--- src/shared/motion_pkg.sv ---
// shared constants and types of the motion wake and sleep detector
package motion_pkg;

  // timing: fastest evaluation rate and the clock
  localparam int CLK_PERIOD_NS = 50;
  localparam int EVAL_FAST_PERIOD_NS = 10_000_000;
  localparam int FAST_TICK_CYCLES_DEF = EVAL_FAST_PERIOD_NS / CLK_PERIOD_NS;
  localparam int TICK_BASE_W = 24;
  localparam logic [6:0] OCTAVE_MASK_ALL = 7'h7F;

  // register byte offsets
  localparam logic [7:0] ADDR_MOTION_CTRL = 8'h00;
  localparam logic [7:0] ADDR_RATE_CTRL = 8'h04;
  localparam logic [7:0] ADDR_AXIS_DIR = 8'h08;
  localparam logic [7:0] ADDR_WAKE_DELAY = 8'h0C;
  localparam logic [7:0] ADDR_SLEEP_DELAY = 8'h10;
  localparam logic [7:0] ADDR_THRESH = 8'h14;
  localparam logic [7:0] ADDR_STATUS = 8'h18;

  // motion_control_reg bit positions
  localparam int CTL_WAKE_EN = 0;
  localparam int CTL_SLEEP_EN = 1;
  localparam int CTL_CNT_DEC = 2;
  localparam int CTL_REL = 3;
  localparam int CTL_PR = 4;
  localparam int CTL_FILT = 5;
  localparam int CTL_LATCH = 6;

  // field positions of rate, threshold and status registers
  localparam int RATE_WAKE_LSB = 0;
  localparam int RATE_SLEEP_LSB = 4;
  localparam int TH_WAKE_LSB = 0;
  localparam int TH_SLEEP_LSB = 16;
  localparam int ST_WAKE_CNT_LSB = 8;
  localparam int ST_SLEEP_CNT_LSB = 16;
  localparam int SAMPLE_TOP_LSB = 5;

  // engine indices
  localparam int ENG_WAKE = 0;
  localparam int ENG_SLEEP = 1;

  // values after reset
  localparam logic [7:0] CTRL_RST = 8'h40;
  localparam logic [7:0] RATE_RST = 8'h00;
  localparam logic [5:0] DIR_RST = 6'h3F;
  localparam logic [7:0] DELAY_RST = 8'h00;
  localparam logic [10:0] TH_RST = 11'h000;

  // bus answers
  localparam logic [1:0] RESP_OKAY = 2'h0;
  localparam logic [1:0] RESP_SLVERR = 2'h2;

  // one acceleration sample, axis 2 = x, 1 = y, 0 = z
  typedef struct packed {
    logic [2:0][15:0] axis;
  } accel_t;

  // per-engine debounce state
  typedef struct packed {
    logic [2:0][10:0] prev;
    logic [2:0][10:0] refv;
    logic primed;
    logic hold;
    logic counting;
    logic [7:0] cnt;
    logic [2:0] sgn;
  } eng_t;

  typedef enum logic {WR_IDLE, WR_RESP} wr_state_t;

  // whole state of the top module
  typedef struct packed {
    wr_state_t wst;
    logic aw_have;
    logic w_have;
    logic [7:0] awaddr;
    logic [31:0] wdata;
    logic [3:0] wstrb;
    logic awready;
    logic wready;
    logic bvalid;
    logic [1:0] bresp;
    logic arready;
    logic rvalid;
    logic [31:0] rdata;
    logic [1:0] rresp;
    logic [7:0] ctrl;
    logic [7:0] rate;
    logic [5:0] dir;
    logic [7:0] wake_dly;
    logic [7:0] sleep_dly;
    logic [10:0] wake_th;
    logic [10:0] sleep_th;
    accel_t raw;
    accel_t filt;
    logic [1:0] flag;
    eng_t [1:0] eng;
  } top_state_t;

  // state of the rate divider
  typedef struct packed {
    logic [TICK_BASE_W-1:0] base;
    logic [6:0] oct;
    logic tick;
  } tick_state_t;

endpackage

--- src/eval_tick.sv ---
// evaluation-rate divider: one-cycle tick at 100 Hz / 2^(7-rate)
`timescale 1ns/1ps
module eval_tick
  import motion_pkg::*;
#(
  parameter int TICK_CYCLES = FAST_TICK_CYCLES_DEF
) (
  input wire logic clk_i,
  input wire logic rst_i,
  input wire logic [2:0] rate_i,
  output logic tick_o
);

  tick_state_t st_r;
  tick_state_t st_nxt;

  // base counter makes the fastest rate, octave counter divides it down
  always_comb begin
    st_nxt = st_r;
    st_nxt.tick = 1'b0;
    if (st_r.base == TICK_BASE_W'(TICK_CYCLES - 1)) begin
      st_nxt.base = '0;
      st_nxt.oct = st_r.oct + 7'h01;
      if ((st_r.oct & (OCTAVE_MASK_ALL >> rate_i)) == 7'h00) begin
        st_nxt.tick = 1'b1;
      end
    end else begin
      st_nxt.base = st_r.base + TICK_BASE_W'(1);
    end
  end

  always_ff @(posedge clk_i or posedge rst_i) begin
    if (rst_i) begin
      st_r <= '0;
    end else begin
      st_r <= st_nxt;
    end
  end

  assign tick_o = st_r.tick;

endmodule

--- src/axis_classify.sv ---
// per-axis threshold test with direction enables, absolute or relative
`timescale 1ns/1ps
module axis_classify (
  input wire logic [10:0] cur_i,
  input wire logic [10:0] base_i,
  input wire logic [10:0] th_i,
  input wire logic rel_i,
  input wire logic below_i,
  input wire logic pos_en_i,
  input wire logic neg_en_i,
  output logic hit_o,
  output logic neg_o
);

  logic signed [12:0] d;
  logic signed [12:0] md;
  logic signed [12:0] th;

  // difference to base in relative mode, raw value in absolute mode
  always_comb begin
    d = {{2{cur_i[10]}}, cur_i};
    if (rel_i) begin
      d = {{2{cur_i[10]}}, cur_i} - {{2{base_i[10]}}, base_i};
    end
    md = -d;
    th = {2'b00, th_i};
    neg_o = d[12];
    if (below_i) begin
      hit_o = (pos_en_i | neg_en_i) & ~(pos_en_i & (d >= th)) & ~(neg_en_i & (md >= th));
    end else begin
      hit_o = (pos_en_i & (d > th)) | (neg_en_i & (md > th));
    end
  end

endmodule

--- src/motion_detect.sv ---
// motion wake and sleep detector with AXI4-Lite register slave
//
// Chosen here: the placing of the registers and the AXI4-Lite slave port.
`timescale 1ns/1ps
module motion_detect
  import motion_pkg::*;
#(
  parameter int FAST_TICK_CYCLES = FAST_TICK_CYCLES_DEF
) (
  input wire logic CLK_I,
  input wire logic RESET_I,
  input wire logic [7:0] S_AXI_AWADDR_I,
  input wire logic S_AXI_AWVALID_I,
  output logic S_AXI_AWREADY_O,
  input wire logic [31:0] S_AXI_WDATA_I,
  input wire logic [3:0] S_AXI_WSTRB_I,
  input wire logic S_AXI_WVALID_I,
  output logic S_AXI_WREADY_O,
  output logic [1:0] S_AXI_BRESP_O,
  output logic S_AXI_BVALID_O,
  input wire logic S_AXI_BREADY_I,
  input wire logic [7:0] S_AXI_ARADDR_I,
  input wire logic S_AXI_ARVALID_I,
  output logic S_AXI_ARREADY_O,
  output logic [31:0] S_AXI_RDATA_O,
  output logic [1:0] S_AXI_RRESP_O,
  output logic S_AXI_RVALID_O,
  input wire logic S_AXI_RREADY_I,
  input wire accel_t SAMPLE_I,
  input wire accel_t FILT_I,
  input wire logic SAMPLE_VALID_I,
  output logic WAKE_INT_O,
  output logic SLEEP_INT_O
);

  top_state_t st_r;
  top_state_t st_nxt;
  wire logic [1:0] tick;
  wire logic [1:0][2:0] hit;
  wire logic [1:0][2:0] neg;
  logic [2:0][10:0] cur;
  logic [1:0] fire;

  // byte-lane merge of a write into an old register value
  function automatic logic [31:0] merge_strb(input logic [31:0] old_v, input logic [31:0] new_v,
                                             input logic [3:0] strb);
    logic [31:0] res;
    res = old_v;
    for (int b = 0; b < 4; b++) begin
      if (strb[b]) begin
        res[8*b +: 8] = new_v[8*b +: 8];
      end
    end
    return res;
  endfunction

  // tells whether an offset is one of ours
  function automatic logic addr_ok(input logic [7:0] a);
    return (a == ADDR_MOTION_CTRL) || (a == ADDR_RATE_CTRL) || (a == ADDR_AXIS_DIR) ||
           (a == ADDR_WAKE_DELAY) || (a == ADDR_SLEEP_DELAY) || (a == ADDR_THRESH) ||
           (a == ADDR_STATUS);
  endfunction

  // one evaluation tick per engine at its own selected rate
  eval_tick #(.TICK_CYCLES(FAST_TICK_CYCLES)) u_wake_tick (
    .clk_i(CLK_I),
    .rst_i(RESET_I),
    .rate_i(st_r.rate[RATE_WAKE_LSB +: 3]),
    .tick_o(tick[ENG_WAKE])
  );

  eval_tick #(.TICK_CYCLES(FAST_TICK_CYCLES)) u_sleep_tick (
    .clk_i(CLK_I),
    .rst_i(RESET_I),
    .rate_i(st_r.rate[RATE_SLEEP_LSB +: 3]),
    .tick_o(tick[ENG_SLEEP])
  );

  // source select and top 11 bits of the 32g-scaled data
  always_comb begin
    for (int a = 0; a < 3; a++) begin
      cur[a] = st_r.ctrl[CTL_FILT] ? st_r.filt.axis[a][15:SAMPLE_TOP_LSB]
                                   : st_r.raw.axis[a][15:SAMPLE_TOP_LSB];
    end
  end

  // threshold tests, one per engine and axis
  for (genvar e = 0; e < 2; e++) begin : g_eng
    for (genvar a = 0; a < 3; a++) begin : g_axis
      axis_classify u_cls (
        .cur_i(cur[a]),
        .base_i(st_r.eng[e].hold ? st_r.eng[e].refv[a] : st_r.eng[e].prev[a]),
        .th_i(e == ENG_WAKE ? st_r.wake_th : st_r.sleep_th),
        .rel_i(st_r.ctrl[CTL_REL]),
        .below_i(e == ENG_SLEEP),
        .pos_en_i(st_r.dir[2*a+1]),
        .neg_en_i(st_r.dir[2*a]),
        .hit_o(hit[e][a]),
        .neg_o(neg[e][a])
      );
    end
  end

  // next state: bus slave, registers, sample capture and both engines
  always_comb begin
    logic hit_eff;
    logic both;
    logic [7:0] dly;
    logic [31:0] wv;
    st_nxt = st_r;
    hit_eff = 1'b0;
    both = 1'b0;
    dly = 8'h00;
    wv = 32'h0000_0000;
    fire = 2'b00;
    // samples arrive at the data rate and are only held here
    if (SAMPLE_VALID_I) begin
      st_nxt.raw = SAMPLE_I;
      st_nxt.filt = FILT_I;
    end
    // non-latched events last one cycle
    if (!st_r.ctrl[CTL_LATCH]) begin
      st_nxt.flag = 2'b00;
    end
    // write address and data taken in either order
    if (S_AXI_AWVALID_I && st_r.awready) begin
      st_nxt.aw_have = 1'b1;
      st_nxt.awaddr = S_AXI_AWADDR_I;
    end
    if (S_AXI_WVALID_I && st_r.wready) begin
      st_nxt.w_have = 1'b1;
      st_nxt.wdata = S_AXI_WDATA_I;
      st_nxt.wstrb = S_AXI_WSTRB_I;
    end
    unique case (st_r.wst)
      WR_IDLE: begin
        if (st_r.aw_have && st_r.w_have) begin
          st_nxt.aw_have = 1'b0;
          st_nxt.w_have = 1'b0;
          st_nxt.bvalid = 1'b1;
          st_nxt.bresp = addr_ok(st_r.awaddr) ? RESP_OKAY : RESP_SLVERR;
          st_nxt.wst = WR_RESP;
          unique case (st_r.awaddr)
            ADDR_MOTION_CTRL: begin
              wv = merge_strb({24'h0, st_r.ctrl}, st_r.wdata, st_r.wstrb);
              st_nxt.ctrl = wv[7:0];
            end
            ADDR_RATE_CTRL: begin
              wv = merge_strb({24'h0, st_r.rate}, st_r.wdata, st_r.wstrb);
              st_nxt.rate = wv[7:0];
            end
            ADDR_AXIS_DIR: begin
              wv = merge_strb({26'h0, st_r.dir}, st_r.wdata, st_r.wstrb);
              st_nxt.dir = wv[5:0];
            end
            ADDR_WAKE_DELAY: begin
              wv = merge_strb({24'h0, st_r.wake_dly}, st_r.wdata, st_r.wstrb);
              st_nxt.wake_dly = wv[7:0];
            end
            ADDR_SLEEP_DELAY: begin
              wv = merge_strb({24'h0, st_r.sleep_dly}, st_r.wdata, st_r.wstrb);
              st_nxt.sleep_dly = wv[7:0];
            end
            ADDR_THRESH: begin
              wv = merge_strb({5'h0, st_r.sleep_th, 5'h0, st_r.wake_th}, st_r.wdata, st_r.wstrb);
              st_nxt.wake_th = wv[TH_WAKE_LSB +: 11];
              st_nxt.sleep_th = wv[TH_SLEEP_LSB +: 11];
            end
            ADDR_STATUS: begin
              if (st_r.wstrb[0]) begin
                st_nxt.flag = st_nxt.flag & ~st_r.wdata[1:0];
              end
            end
            default: begin
            end
          endcase
        end
      end
      WR_RESP: begin
        if (S_AXI_BREADY_I) begin
          st_nxt.bvalid = 1'b0;
          st_nxt.wst = WR_IDLE;
        end
      end
    endcase
    st_nxt.awready = !st_nxt.aw_have && (st_nxt.wst == WR_IDLE);
    st_nxt.wready = !st_nxt.w_have && (st_nxt.wst == WR_IDLE);
    // read: answer one cycle after the address is taken
    if (st_r.rvalid && S_AXI_RREADY_I) begin
      st_nxt.rvalid = 1'b0;
    end
    if (S_AXI_ARVALID_I && st_r.arready) begin
      st_nxt.rvalid = 1'b1;
      st_nxt.rresp = addr_ok(S_AXI_ARADDR_I) ? RESP_OKAY : RESP_SLVERR;
      unique case (S_AXI_ARADDR_I)
        ADDR_MOTION_CTRL: st_nxt.rdata = {24'h0, st_r.ctrl};
        ADDR_RATE_CTRL: st_nxt.rdata = {24'h0, st_r.rate};
        ADDR_AXIS_DIR: st_nxt.rdata = {26'h0, st_r.dir};
        ADDR_WAKE_DELAY: st_nxt.rdata = {24'h0, st_r.wake_dly};
        ADDR_SLEEP_DELAY: st_nxt.rdata = {24'h0, st_r.sleep_dly};
        ADDR_THRESH: st_nxt.rdata = {5'h0, st_r.sleep_th, 5'h0, st_r.wake_th};
        ADDR_STATUS: st_nxt.rdata = {8'h0, st_r.eng[ENG_SLEEP].cnt, st_r.eng[ENG_WAKE].cnt,
                                     6'h0, st_r.flag};
        default: st_nxt.rdata = 32'h0000_0000;
      endcase
    end
    st_nxt.arready = !st_nxt.rvalid;
    // engines: separate state, separate enable, separate rate
    for (int e = 0; e < 2; e++) begin
      dly = (e == ENG_WAKE) ? st_r.wake_dly : st_r.sleep_dly;
      if (!st_r.ctrl[e]) begin
        st_nxt.eng[e] = '0;
      end else if (tick[e]) begin
        hit_eff = 1'b0;
        for (int a = 0; a < 3; a++) begin
          both = st_r.dir[2*a+1] & st_r.dir[2*a];
          // with PR set and both directions on, a sign reversal during counting is a pulse and counts as a miss
          if (hit[e][a] && !(st_r.ctrl[CTL_PR] && both && st_r.eng[e].counting &&
                             neg[e][a] != st_r.eng[e].sgn[a])) begin
            hit_eff = 1'b1;
          end
        end
        // relative mode needs one earlier sample first
        if (st_r.ctrl[CTL_REL] && !st_r.eng[e].primed) begin
          hit_eff = 1'b0;
        end
        if (st_r.eng[e].counting && st_r.eng[e].cnt >= dly) begin
          fire[e] = 1'b1;
          st_nxt.eng[e].counting = 1'b0;
          st_nxt.eng[e].cnt = 8'h00;
          st_nxt.eng[e].hold = 1'b0;
        end else if (hit_eff) begin
          if (!st_r.eng[e].counting) begin
            st_nxt.eng[e].counting = 1'b1;
            st_nxt.eng[e].cnt = 8'h01;
            st_nxt.eng[e].hold = st_r.ctrl[CTL_REL];
            st_nxt.eng[e].refv = st_r.eng[e].prev;
            st_nxt.eng[e].sgn = neg[e];
          end else if (st_r.eng[e].cnt != 8'hFF) begin
            st_nxt.eng[e].cnt = st_r.eng[e].cnt + 8'h01;
          end
        end else if (st_r.eng[e].counting) begin
          if (st_r.ctrl[CTL_CNT_DEC] && st_r.eng[e].cnt > 8'h01) begin
            st_nxt.eng[e].cnt = st_r.eng[e].cnt - 8'h01;
          end else begin
            st_nxt.eng[e].counting = 1'b0;
            st_nxt.eng[e].cnt = 8'h00;
            st_nxt.eng[e].hold = 1'b0;
          end
        end
        st_nxt.eng[e].prev = cur;
        st_nxt.eng[e].primed = 1'b1;
      end
      // an event only sets its flag; configuration stays untouched, set beats clear
      if (fire[e]) begin
        st_nxt.flag[e] = 1'b1;
      end
    end
  end

  // state register
  always_ff @(posedge CLK_I or posedge RESET_I) begin
    if (RESET_I) begin
      st_r <= '0;
      st_r.ctrl <= CTRL_RST;
      st_r.rate <= RATE_RST;
      st_r.dir <= DIR_RST;
      st_r.wake_dly <= DELAY_RST;
      st_r.sleep_dly <= DELAY_RST;
      st_r.wake_th <= TH_RST;
      st_r.sleep_th <= TH_RST;
    end else begin
      st_r <= st_nxt;
    end
  end

  // outputs straight from the state register
  assign S_AXI_AWREADY_O = st_r.awready;
  assign S_AXI_WREADY_O = st_r.wready;
  assign S_AXI_BVALID_O = st_r.bvalid;
  assign S_AXI_BRESP_O = st_r.bresp;
  assign S_AXI_ARREADY_O = st_r.arready;
  assign S_AXI_RVALID_O = st_r.rvalid;
  assign S_AXI_RDATA_O = st_r.rdata;
  assign S_AXI_RRESP_O = st_r.rresp;
  assign WAKE_INT_O = st_r.flag[ENG_WAKE];
  assign SLEEP_INT_O = st_r.flag[ENG_SLEEP];
endmodule

--- config.mk ---
export PLATFORM = sky130hd
export DESIGN_NAME = motion_detect
export DESIGN_NICKNAME = d
export VERILOG_FILES = /design/src/shared/motion_pkg.sv /design/src/eval_tick.sv /design/src/axis_classify.sv /design/src/motion_detect.sv
export SDC_FILE = /design/constraint.sdc
export NUM_CORES = 1
export LEC_CHECK = 0
export ABC_AREA = 1
export ABC_CLOCK_PERIOD_IN_PS = 14600
export BUFFER_PORTS_ARGS = -buffer_cell sky130_fd_sc_hd__buf_2
export CORE_UTILIZATION = 50
export CTS_CLUSTER_SIZE = 24
export DETAILED_ROUTE_END_ITERATION = 10
export PLACE_DENSITY = 0.76
export SLEW_MARGIN = 15
export SYNTH_ARGS = -nofsm -noshare
export SYNTH_HDL_FRONTEND = slang
export SYNTH_HIERARCHICAL = 1
export SYNTH_SLANG_ARGS = --single-unit
--- constraint.sdc ---
create_clock -name CLK_I -period 14.6 [get_ports CLK_I]
set_clock_uncertainty 0.1 [all_clocks]
set_input_delay 3.65 -clock CLK_I [delete_from_list [all_inputs] [get_ports CLK_I]]
set_output_delay 3.65 -clock CLK_I [all_outputs]
set_load 0.05 [all_outputs]
==> results of run 1 <==
## worst register-to-register path, delay by kind of cell (launching register included)
kind	cells	cell delay (ns)
and+or+nand+nor	18	3.22
AOI/OAI and AO/OA	7	1.14
adders and majority gates	4	1.14
buffers and inverters	6	0.95
DFF	1	0.71
## flip-flops by register name, summed over array words and instances, names as in the netlist
| name | cells |
|---|---|
| SLEEP_INT_O | 1 |
| S_AXI_ARREADY_O | 1 |
| S_AXI_AWREADY_O | 1 |
| S_AXI_BRESP_O | 1 |
| S_AXI_BVALID_O | 1 |
| S_AXI_RDATA_O | 27 |
| S_AXI_RRESP_O | 1 |
| S_AXI_RVALID_O | 1 |
| S_AXI_WREADY_O | 1 |
| WAKE_INT_O | 1 |
| st_r | 323 |
| u_sleep_tick/st_r | 31 |
| u_sleep_tick/tick_o | 1 |
| u_wake_tick/st_r | 31 |
| u_wake_tick/tick_o | 1 |
## cell families after synthesis
logic type,count (synthesis),synth area share
and+or+nand+nor,2141,0.3106
buffers and inverters,886,0.1154
AOI/OAI and AO/OA,560,0.1032
DFF,423,0.3390
adders and majority gates,230,0.09353
xor gates and xnor gates,83,0.02326
muxes,41,0.01477
other,2,0.0002403
## path summary, 6_finish.rpt
| kind | endpoint | cells past startpoint |
|---|---|---|
| worst min-delay path | S_AXI_ARREADY_O | 1 |
| worst max-delay path | st_r[30] | 35 |
| worst max register to register | st_r[30] | 35 |
| worst min register to register | S_AXI_ARREADY_O | 1 |
| max in group asynchronous | st_r[219] | 3 |
| min in group asynchronous | u_wake_tick/st_r[17] | 2 |
## through the flow
step / setup WS (ns) / cell area [um^2]
after floorplan: 0.8996 / 31290
after global placement: 7.485 / 32650
after detailed placement: 7.353 / 32650
after CTS: 7.271 / 34280
after global routing: 6.717 / 34280
final: 7.256 / 34280
## power by group
group          internal [mW]  leakage, nW  switching (mW)
Combinational          0.266         11.1           0.509
Clock                  0.749        0.787           0.511
Sequential              1.26         5.59          0.0617
## layout make-up
cell class,count,area [um^2]
Antenna cell,1,2.502
Clock buffer,63,1287
Clock inverter,24,339.1
Fill cell,5822,27430
Inverter,740,2798
Multi-Input combinational cell,3068,17090
Sequential cell,423,10600
Tap cell,837,1047
Timing Repair Buffer,197,1114
## per-layer routing
| metal | vias up | wire (um) | track usage | share of wire |
|---|---|---|---|---|
| li1 | 14040 | - | - | - |
| met1 | 13160 | 36530 | 0.3430 | 0.44 |
| met2 | 660 | 39540 | 0.4499 | 0.47 |
| met3 | 155 | 4497 | 0.03435 | 0.054 |
| met4 | 0 | 2769 | 0.09437 | 0.033 |
| met5 | - | 0 | 0 | 0 |
## layout by cell type (no fill, tap or decap), drive strengths merged, types with 63 or more instances in the layout
cell type | netlist | layout
nand2 | 1300 | 1300
nor2 | 355 | 355
o22ai | 69 | 69
inv | 730 | 733
ha | 224 | 224
nand3 | 382 | 382
buf | 74 | 197
o21ai | 280 | 280
a21oi | 138 | 138
dfrtp | 416 | 416
clkbuf | 72 | 63
==> reports/metrics.json, run 1 <==
{
  "status": {"value": "complete, no violations"},
  "synth.distinct_cells": {"value": 62},
  "slowest_stage": {"value": "nor2_8"},
  "total_leakage_power": {"value": 17.47, "unit": "nW"},
  "cap_viol_max_count": {"value": 0},
  "worst-slew-pin-transition": {"value": 1.071, "unit": "ns"},
  "synth_top_cell_by_area": {"value": "dfrtp_1"},
  "synth_edf_count": {"value": 0},
  "hold-worst-slack": {"value": 0.3515, "unit": "ns"},
  "cts_sink_count": {"value": 423},
  "end_kind": {"value": "flip-flop"},
  "clock_tree_from_tritoncts": {"value": "built"},
  "synthToLayoutAreaGrowth": {"value": 9.697, "unit": "%"},
  "htree_levels": {"value": 2},
  "layout_min_cycle_time": {"value": 7.344, "unit": "ns"},
  "core-area": {"value": 61710, "unit": "um^2"},
  "antenna_violations_before_repair": {"value": 0},
  "dp.final_hpwl": {"value": 59750, "unit": "um"},
  "dominantRegCellSynth": {"value": "dfrtp_1"},
  "timing.max_slew.rel_slack": {"value": 0.2785},
  "crit_family": {"value": "simple AND/OR/NAND/NOR gates"},
  "cp-startpoint": {"value": "st_r[315]"},
  "min-delay-path-class": {"value": "flip-flop to flip-flop"},
  "post_synth_design_cell_area": {"value": 31250, "unit": "um^2"},
  "required_time_of_the_critical_path": {"value": 15.01, "unit": "ns"},
  "routed_via_density": {"value": 5.232},
  "global_router_s_overall_resource_usage": {"value": 0.2641},
  "grt-ovfl-total": {"value": 0},
  "vdd_drop_max": {"value": 67.93, "unit": "uV"},
  "timing.setup.critical_path_class": {"value": "flip-flop to flip-flop"},
  "start_point_of_the_worst_hold_path": {"value": "S_AXI_RVALID_O"},
  "critical_r2r_launch": {"value": "st_r[315]"},
  "ctsRootBufferMaster": {"value": "clkbuf_16"},
  "hold_violation_count_in_the_final_report": {"value": 0},
  "layout-drive-gt1-share": {"value": 0.1316},
  "drcViolationCount": {"value": 0},
  "grt_start_max_net_pins": {"value": 150},
  "initial_utilization": {"value": 0.5064},
  "die_height": {"value": 252, "unit": "um"},
  "critical-path-max-stage-delay": {"value": 0.87, "unit": "ns"},
  "fp.dieW": {"value": 252, "unit": "um"},
  "numCtsBuffers": {"value": 48},
  "yosysWarningCount": {"value": 6},
  "cts_repair_resize_count": {"value": 0},
  "synthArstFlopShare": {"value": 1.000},
  "postCtsHoldBufs": {"value": 0},
  "finish.net_count": {"value": 4864},
  "cts_buffer_depth": {"value": 3},
  "final_core_util": {"value": 0.5555},
  "ys_seq_area_frac": {"value": 0.3390},
  "synth_top_area_frac": {"value": 0.3331},
  "setup.reg_to_reg.worst_slack": {"value": 7.26, "unit": "ns"},
  "final.period_utilization": {"value": 0.5030},
  "synthMostInstantiatedCell": {"value": "nand2_1"},
  "cts_post_setup_buffers_inserted": {"value": 0},
  "cp-start-kind": {"value": "flip-flop"},
  "fin_tns_setup": {"value": 0, "unit": "ns"},
  "buffer_ports.inserted": {"value": 151},
  "synth_top_cells_by_count": {"value": "1233 x nand2_1, 703 x inv_1, 416 x dfrtp_1, 326 x nand3_1, 295 x nor2_1"},
  "slew_viol_final": {"value": 0},
  "setup_violations": {"value": 0},
  "power_density": {"value": 97.79, "unit": "nW/um^2"},
  "place.detailed.instances": {"value": 5265},
  "cp_max_fo": {"value": 41},
  "cp_data_arrival_time": {"value": 7.76, "unit": "ns"},
  "synth.avg_cell_area": {"value": 7.158, "unit": "um^2"},
  "grt_pass1_wl": {"value": 135200, "unit": "um"},
  "timing.fmax": {"value": 136.2, "unit": "MHz"},
  "detail_route.wirelength": {"value": 83330, "unit": "um"},
  "avgRoutedWirePerCell": {"value": 15.57, "unit": "um"},
  "detailroute.via_count": {"value": 28010},
  "clk_lat_worst_skew": {"value": 0.60, "unit": "ns"},
  "grt_pass1_vias": {"value": 26590},
  "synth_top_cells_by_area": {"value": "dfrtp_1 33%, nand2_1 15%, ha_1 9.0%, inv_1 8.4%, nand3_1 5.2%"},
  "drt_first_pass_iters": {"value": 5},
  "worst_setup_hold_path_clk_slew": {"value": 0.06, "unit": "ns"},
  "row_count": {"value": 91},
  "unrepaired_setup_endpoints_after_global_routing": {"value": "false"},
  "cpMostUsedCell": {"value": "nand2_1"},
  "final_cell_count_no_fill": {"value": 5353},
  "ys_seq_elements": {"value": 423},
  "totalPowerFinal": {"value": 3.352, "unit": "mW"},
  "i_o_pin_cnt": {"value": 199},
  "drtIter0Drc": {"value": 2289},
  "critical_path_buf_inv_count": {"value": 6},
  "die-area": {"value": 63500, "unit": "um^2"},
  "post_synth_inst_count": {"value": 4366},
  "antenna_left": {"value": 0},
  "finalWeightedCongestion": {"value": 0.9660}
}
Power figures use the tool's default switching activity.
==> inputs of run 2 (changes only) <==
--- a/config.mk
+++ b/config.mk
@@ -5,13 +5,13 @@
 export SDC_FILE = /design/constraint.sdc
 export NUM_CORES = 1
 export LEC_CHECK = 0
-export ABC_AREA = 1
-export ABC_CLOCK_PERIOD_IN_PS = 14600
+export ABC_AREA = 0
+export ABC_CLOCK_PERIOD_IN_PS = 6600
 export BUFFER_PORTS_ARGS = -buffer_cell sky130_fd_sc_hd__buf_2
 export CORE_UTILIZATION = 50
 export CTS_CLUSTER_SIZE = 24
 export DETAILED_ROUTE_END_ITERATION = 10
-export PLACE_DENSITY = 0.76
+export PLACE_DENSITY = 0.78
 export SLEW_MARGIN = 15
 export SYNTH_ARGS = -nofsm -noshare
 export SYNTH_HDL_FRONTEND = slang
==> constraint.sdc (replaced) <==
create_clock -name CLK_I -period 6.6 [get_ports CLK_I]
set_clock_uncertainty 0.1 [all_clocks]
set_input_delay 1.65 -clock CLK_I [delete_from_list [all_inputs] [get_ports CLK_I]]
set_output_delay 1.65 -clock CLK_I [all_outputs]
set_load 0.05 [all_outputs]
==> reports/metrics.json, run 2 <==
{
  "grt_pass1_vias": {"value": 24350},
  "timing.setup.critical_path_class": {"value": "flip-flop to flip-flop"},
  "synth_top_cell_by_area": {"value": "dfrtp_1"},
  "die_height": {"value": 247.6, "unit": "um"},
  "clk_lat_worst_skew": {"value": 0.62, "unit": "ns"},
  "synthMostInstantiatedCell": {"value": "dfrtp_1"},
  "final.period_utilization": {"value": 0.9963},
  "synth_top_cells_by_count": {"value": "416 x dfrtp_1, 312 x nand2_1, 290 x inv_1, 240 x mux2_2, 224 x ha_1"},
  "grt-ovfl-total": {"value": 0},
  "postCtsHoldBufs": {"value": 0},
  "fp.dieW": {"value": 247.6, "unit": "um"},
  "power_density": {"value": 248.4, "unit": "nW/um^2"},
  "most-common-layout-cells": {"value": "411 x dfrtp_1, 311 x nand2_1, 281 x inv_1"},
  "setup_violations": {"value": 0},
  "detailroute.via_count": {"value": 25570},
  "htree_levels": {"value": 2},
  "end_kind": {"value": "flip-flop"},
  "total_leakage_power": {"value": 16.57, "unit": "nW"},
  "ys_seq_area_frac": {"value": 0.3512},
  "sequential_cell_area": {"value": 10600, "unit": "um^2"},
  "synth_top_cells_by_area": {"value": "dfrtp_1 35%, ha_1 9.3%, mux2_2 9.0%, nand2_1 3.9%, inv_1 3.6%"},
  "cap_viol_max_count": {"value": 0},
  "post-place-ws": {"value": -0.1559, "unit": "ns"},
  "synth.avg_cell_area": {"value": 9.626, "unit": "um^2"},
  "global_router_s_overall_resource_usage": {"value": 0.2589},
  "post_synth_design_cell_area": {"value": 30170, "unit": "um^2"},
  "yosysWarningCount": {"value": 6},
  "row_count": {"value": 89},
  "unrepaired_setup_endpoints_after_global_routing": {"value": "true"},
  "timing.max_slew.rel_slack": {"value": 0.3006},
  "hold_violation_count_in_the_final_report": {"value": 0},
  "vdd_drop_max": {"value": 183.5, "unit": "uV"},
  "initial_utilization": {"value": 0.5083},
  "synth.distinct_cells": {"value": 115},
  "grt_pass1_wl": {"value": 127600, "unit": "um"},
  "antenna_violations_before_repair": {"value": 3},
  "finalWeightedCongestion": {"value": 0.9461},
  "min-delay-path-class": {"value": "flip-flop to flip-flop"},
  "cp-start-kind": {"value": "flip-flop"},
  "finish.net_count": {"value": 3856},
  "cts_buffer_depth": {"value": 3},
  "detail_route.wirelength": {"value": 81300, "unit": "um"},
  "drcViolationCount": {"value": 8},
  "slew_viol_final": {"value": 0},
  "worst-slew-pin-transition": {"value": 1.049, "unit": "ns"},
  "required_time_of_the_critical_path": {"value": 7.00, "unit": "ns"},
  "dp.final_hpwl": {"value": 57520, "unit": "um"},
  "layout-drive-gt1-share": {"value": 0.2650},
  "nFillCells": {"value": 4853},
  "post_synth_inst_count": {"value": 3134},
  "finalInstanceArea": {"value": 35610, "unit": "um^2"},
  "numCtsBuffers": {"value": 48},
  "ys_seq_elements": {"value": 423},
  "avgRoutedWirePerCell": {"value": 18.98, "unit": "um"},
  "core-area": {"value": 59350, "unit": "um^2"},
  "layout_min_cycle_time": {"value": 6.576, "unit": "ns"},
  "antenna_left": {"value": 0},
  "dominantRegCellSynth": {"value": "dfrtp_1"},
  "ctsRootBufferMaster": {"value": "clkbuf_16"},
  "layout_setup_ws": {"value": 0.02435, "unit": "ns"},
  "drt_first_pass_iters": {"value": 10},
  "die-area": {"value": 61320, "unit": "um^2"},
  "clock_tree_from_tritoncts": {"value": "built"},
  "buffer_ports.inserted": {"value": 151},
  "synth_edf_count": {"value": 0},
  "slowest_stage": {"value": "dfrtp_2"},
  "timing.fmax": {"value": 152.1, "unit": "MHz"},
  "routed_via_density": {"value": 5.970},
  "cpMostUsedCell": {"value": "buf_4"},
  "cp_max_fo": {"value": 8},
  "largest_register_ffs": {"value": 323},
  "cts_sink_count": {"value": 423},
  "synthToLayoutAreaGrowth": {"value": 18.03, "unit": "%"},
  "i_o_pin_cnt": {"value": 199},
  "multi_input_area": {"value": 18310, "unit": "um^2"},
  "largest_register": {"value": "st_r"},
  "largest_registers": {"value": "st_r: 323 flops, u_sleep_tick/st_r: 31 flops, u_wake_tick/st_r: 31 flops"},
  "worst_setup_hold_path_clk_slew": {"value": 0.06, "unit": "ns"},
  "layout_commonest_cell": {"value": "dfrtp_1"},
  "detailed_place.area": {"value": 33060, "unit": "um^2"},
  "violations": {"value": "design-rule violations"},
  "synthArstFlopShare": {"value": 1.000},
  "critical-path-max-stage-delay": {"value": 0.43, "unit": "ns"},
  "grt_start_max_net_pins": {"value": 154},
  "synth_top_area_frac": {"value": 0.3451},
  "drtIter0Drc": {"value": 2100},
  "cp_data_arrival_time": {"value": 6.97, "unit": "ns"},
  "status": {"value": "complete, but fails checks"}
}
[run 2: metrics by stage]
stage | utilization | TNS, ns | power (mW) | cells | hold WS, ns
6_report | 0.6000 | 0 | 8.847 | 4284 | 0.3632
5_1_grt | 0.6000 | -9.582 | 9.304 | 4284 | 0.3832
4_1_cts | 0.5853 | 0 | 8.665 | 4251 | 0.3662
3_5_place_dp | 0.5570 | -5.808 | 5.801 | 4161 | 0.3512
3_3_place_gp | 0.5570 | -3.629 | 5.719 | 4161 | 0.3399
2_1_floorplan | - | 0 | 4.903 | 3165 | 0.3302
[run 2: power by group]
| part | internal, mW | switching, mW | total [mW] |
|---|---|---|---|
| clock | 1.68 | 1.16 | 2.84 |
| sequential | 2.81 | 0.303 | 3.11 |
| combinational | 1.32 | 1.58 | 2.90 |
[run 2: area by class of cell]
class,instances,area share
Multi-Input combinational cell,2296,0.5141
Sequential cell,423,0.2978
Timing Repair Buffer,410,0.08331
Clock buffer,67,0.03886
Inverter,291,0.03089
Tap cell,773,0.02716
Clock inverter,23,0.007871
Antenna cell,1,0.00007027
[run 2: worst paths after layout]
| check | to | startpoint | cells past startpoint | slack [ns] |
|---|---|---|---|---|
| max | st_r[87] | st_r[315] | 30 | 0.02 |
| max in group asynchronous | st_r[311] | RESET_I | 3 | 3.86 |
| min reg2reg | S_AXI_RDATA_O[25] | S_AXI_RDATA_O[25] | 2 | 0.36 |
| min | S_AXI_RDATA_O[25] | S_AXI_RDATA_O[25] | 2 | 0.36 |
| min in group asynchronous | st_r[312] | RESET_I | 2 | 1.07 |
| max reg2reg | st_r[87] | st_r[315] | 30 | 0.02 |
[run 2: kinds of logic after synthesis]
family | Yosys count | share of synthesized area
flops | 423 | 0.3512
other cells | 2 | 0.0002489
fa+ha+maj | 230 | 0.09688
xor+xnor | 125 | 0.03629
compound gates | 689 | 0.1815
buf+inv | 447 | 0.06428
mux | 308 | 0.1132
simple gates | 910 | 0.1564
[run 2: per-layer routing]
layer | share of wire | vias up | track usage
li1 | - | 12060 | -
met1 | 0.43 | 12460 | 0.3464
met5 | 0.00042 | - | 0
met4 | 0.036 | 4 | 0.09022
met3 | 0.066 | 199 | 0.03644
met2 | 0.47 | 852 | 0.4279
[run 2: critical path: cells and delay by family (launching register included)]
kind / cells / cell delay, ns
flip-flops: 1 / 0.43
adder cells (fa/ha/maj): 2 / 0.70
AO/OA/AOI/OAI: 12 / 2.38
buffers and inverters: 10 / 1.60
multiplexers: 1 / 0.18
AND/OR/NAND/NOR: 4 / 0.89
XOR/XNOR: 1 / 0.14
[run 2: what timing repair did]
item / in CTS / in global routing
buffers inserted: 0 / 24
gates resized for setup: 3 / 119
pin swaps: 0 / 45
setup endpoints to repair: 53 / 92
gates cloned: 0 / 8
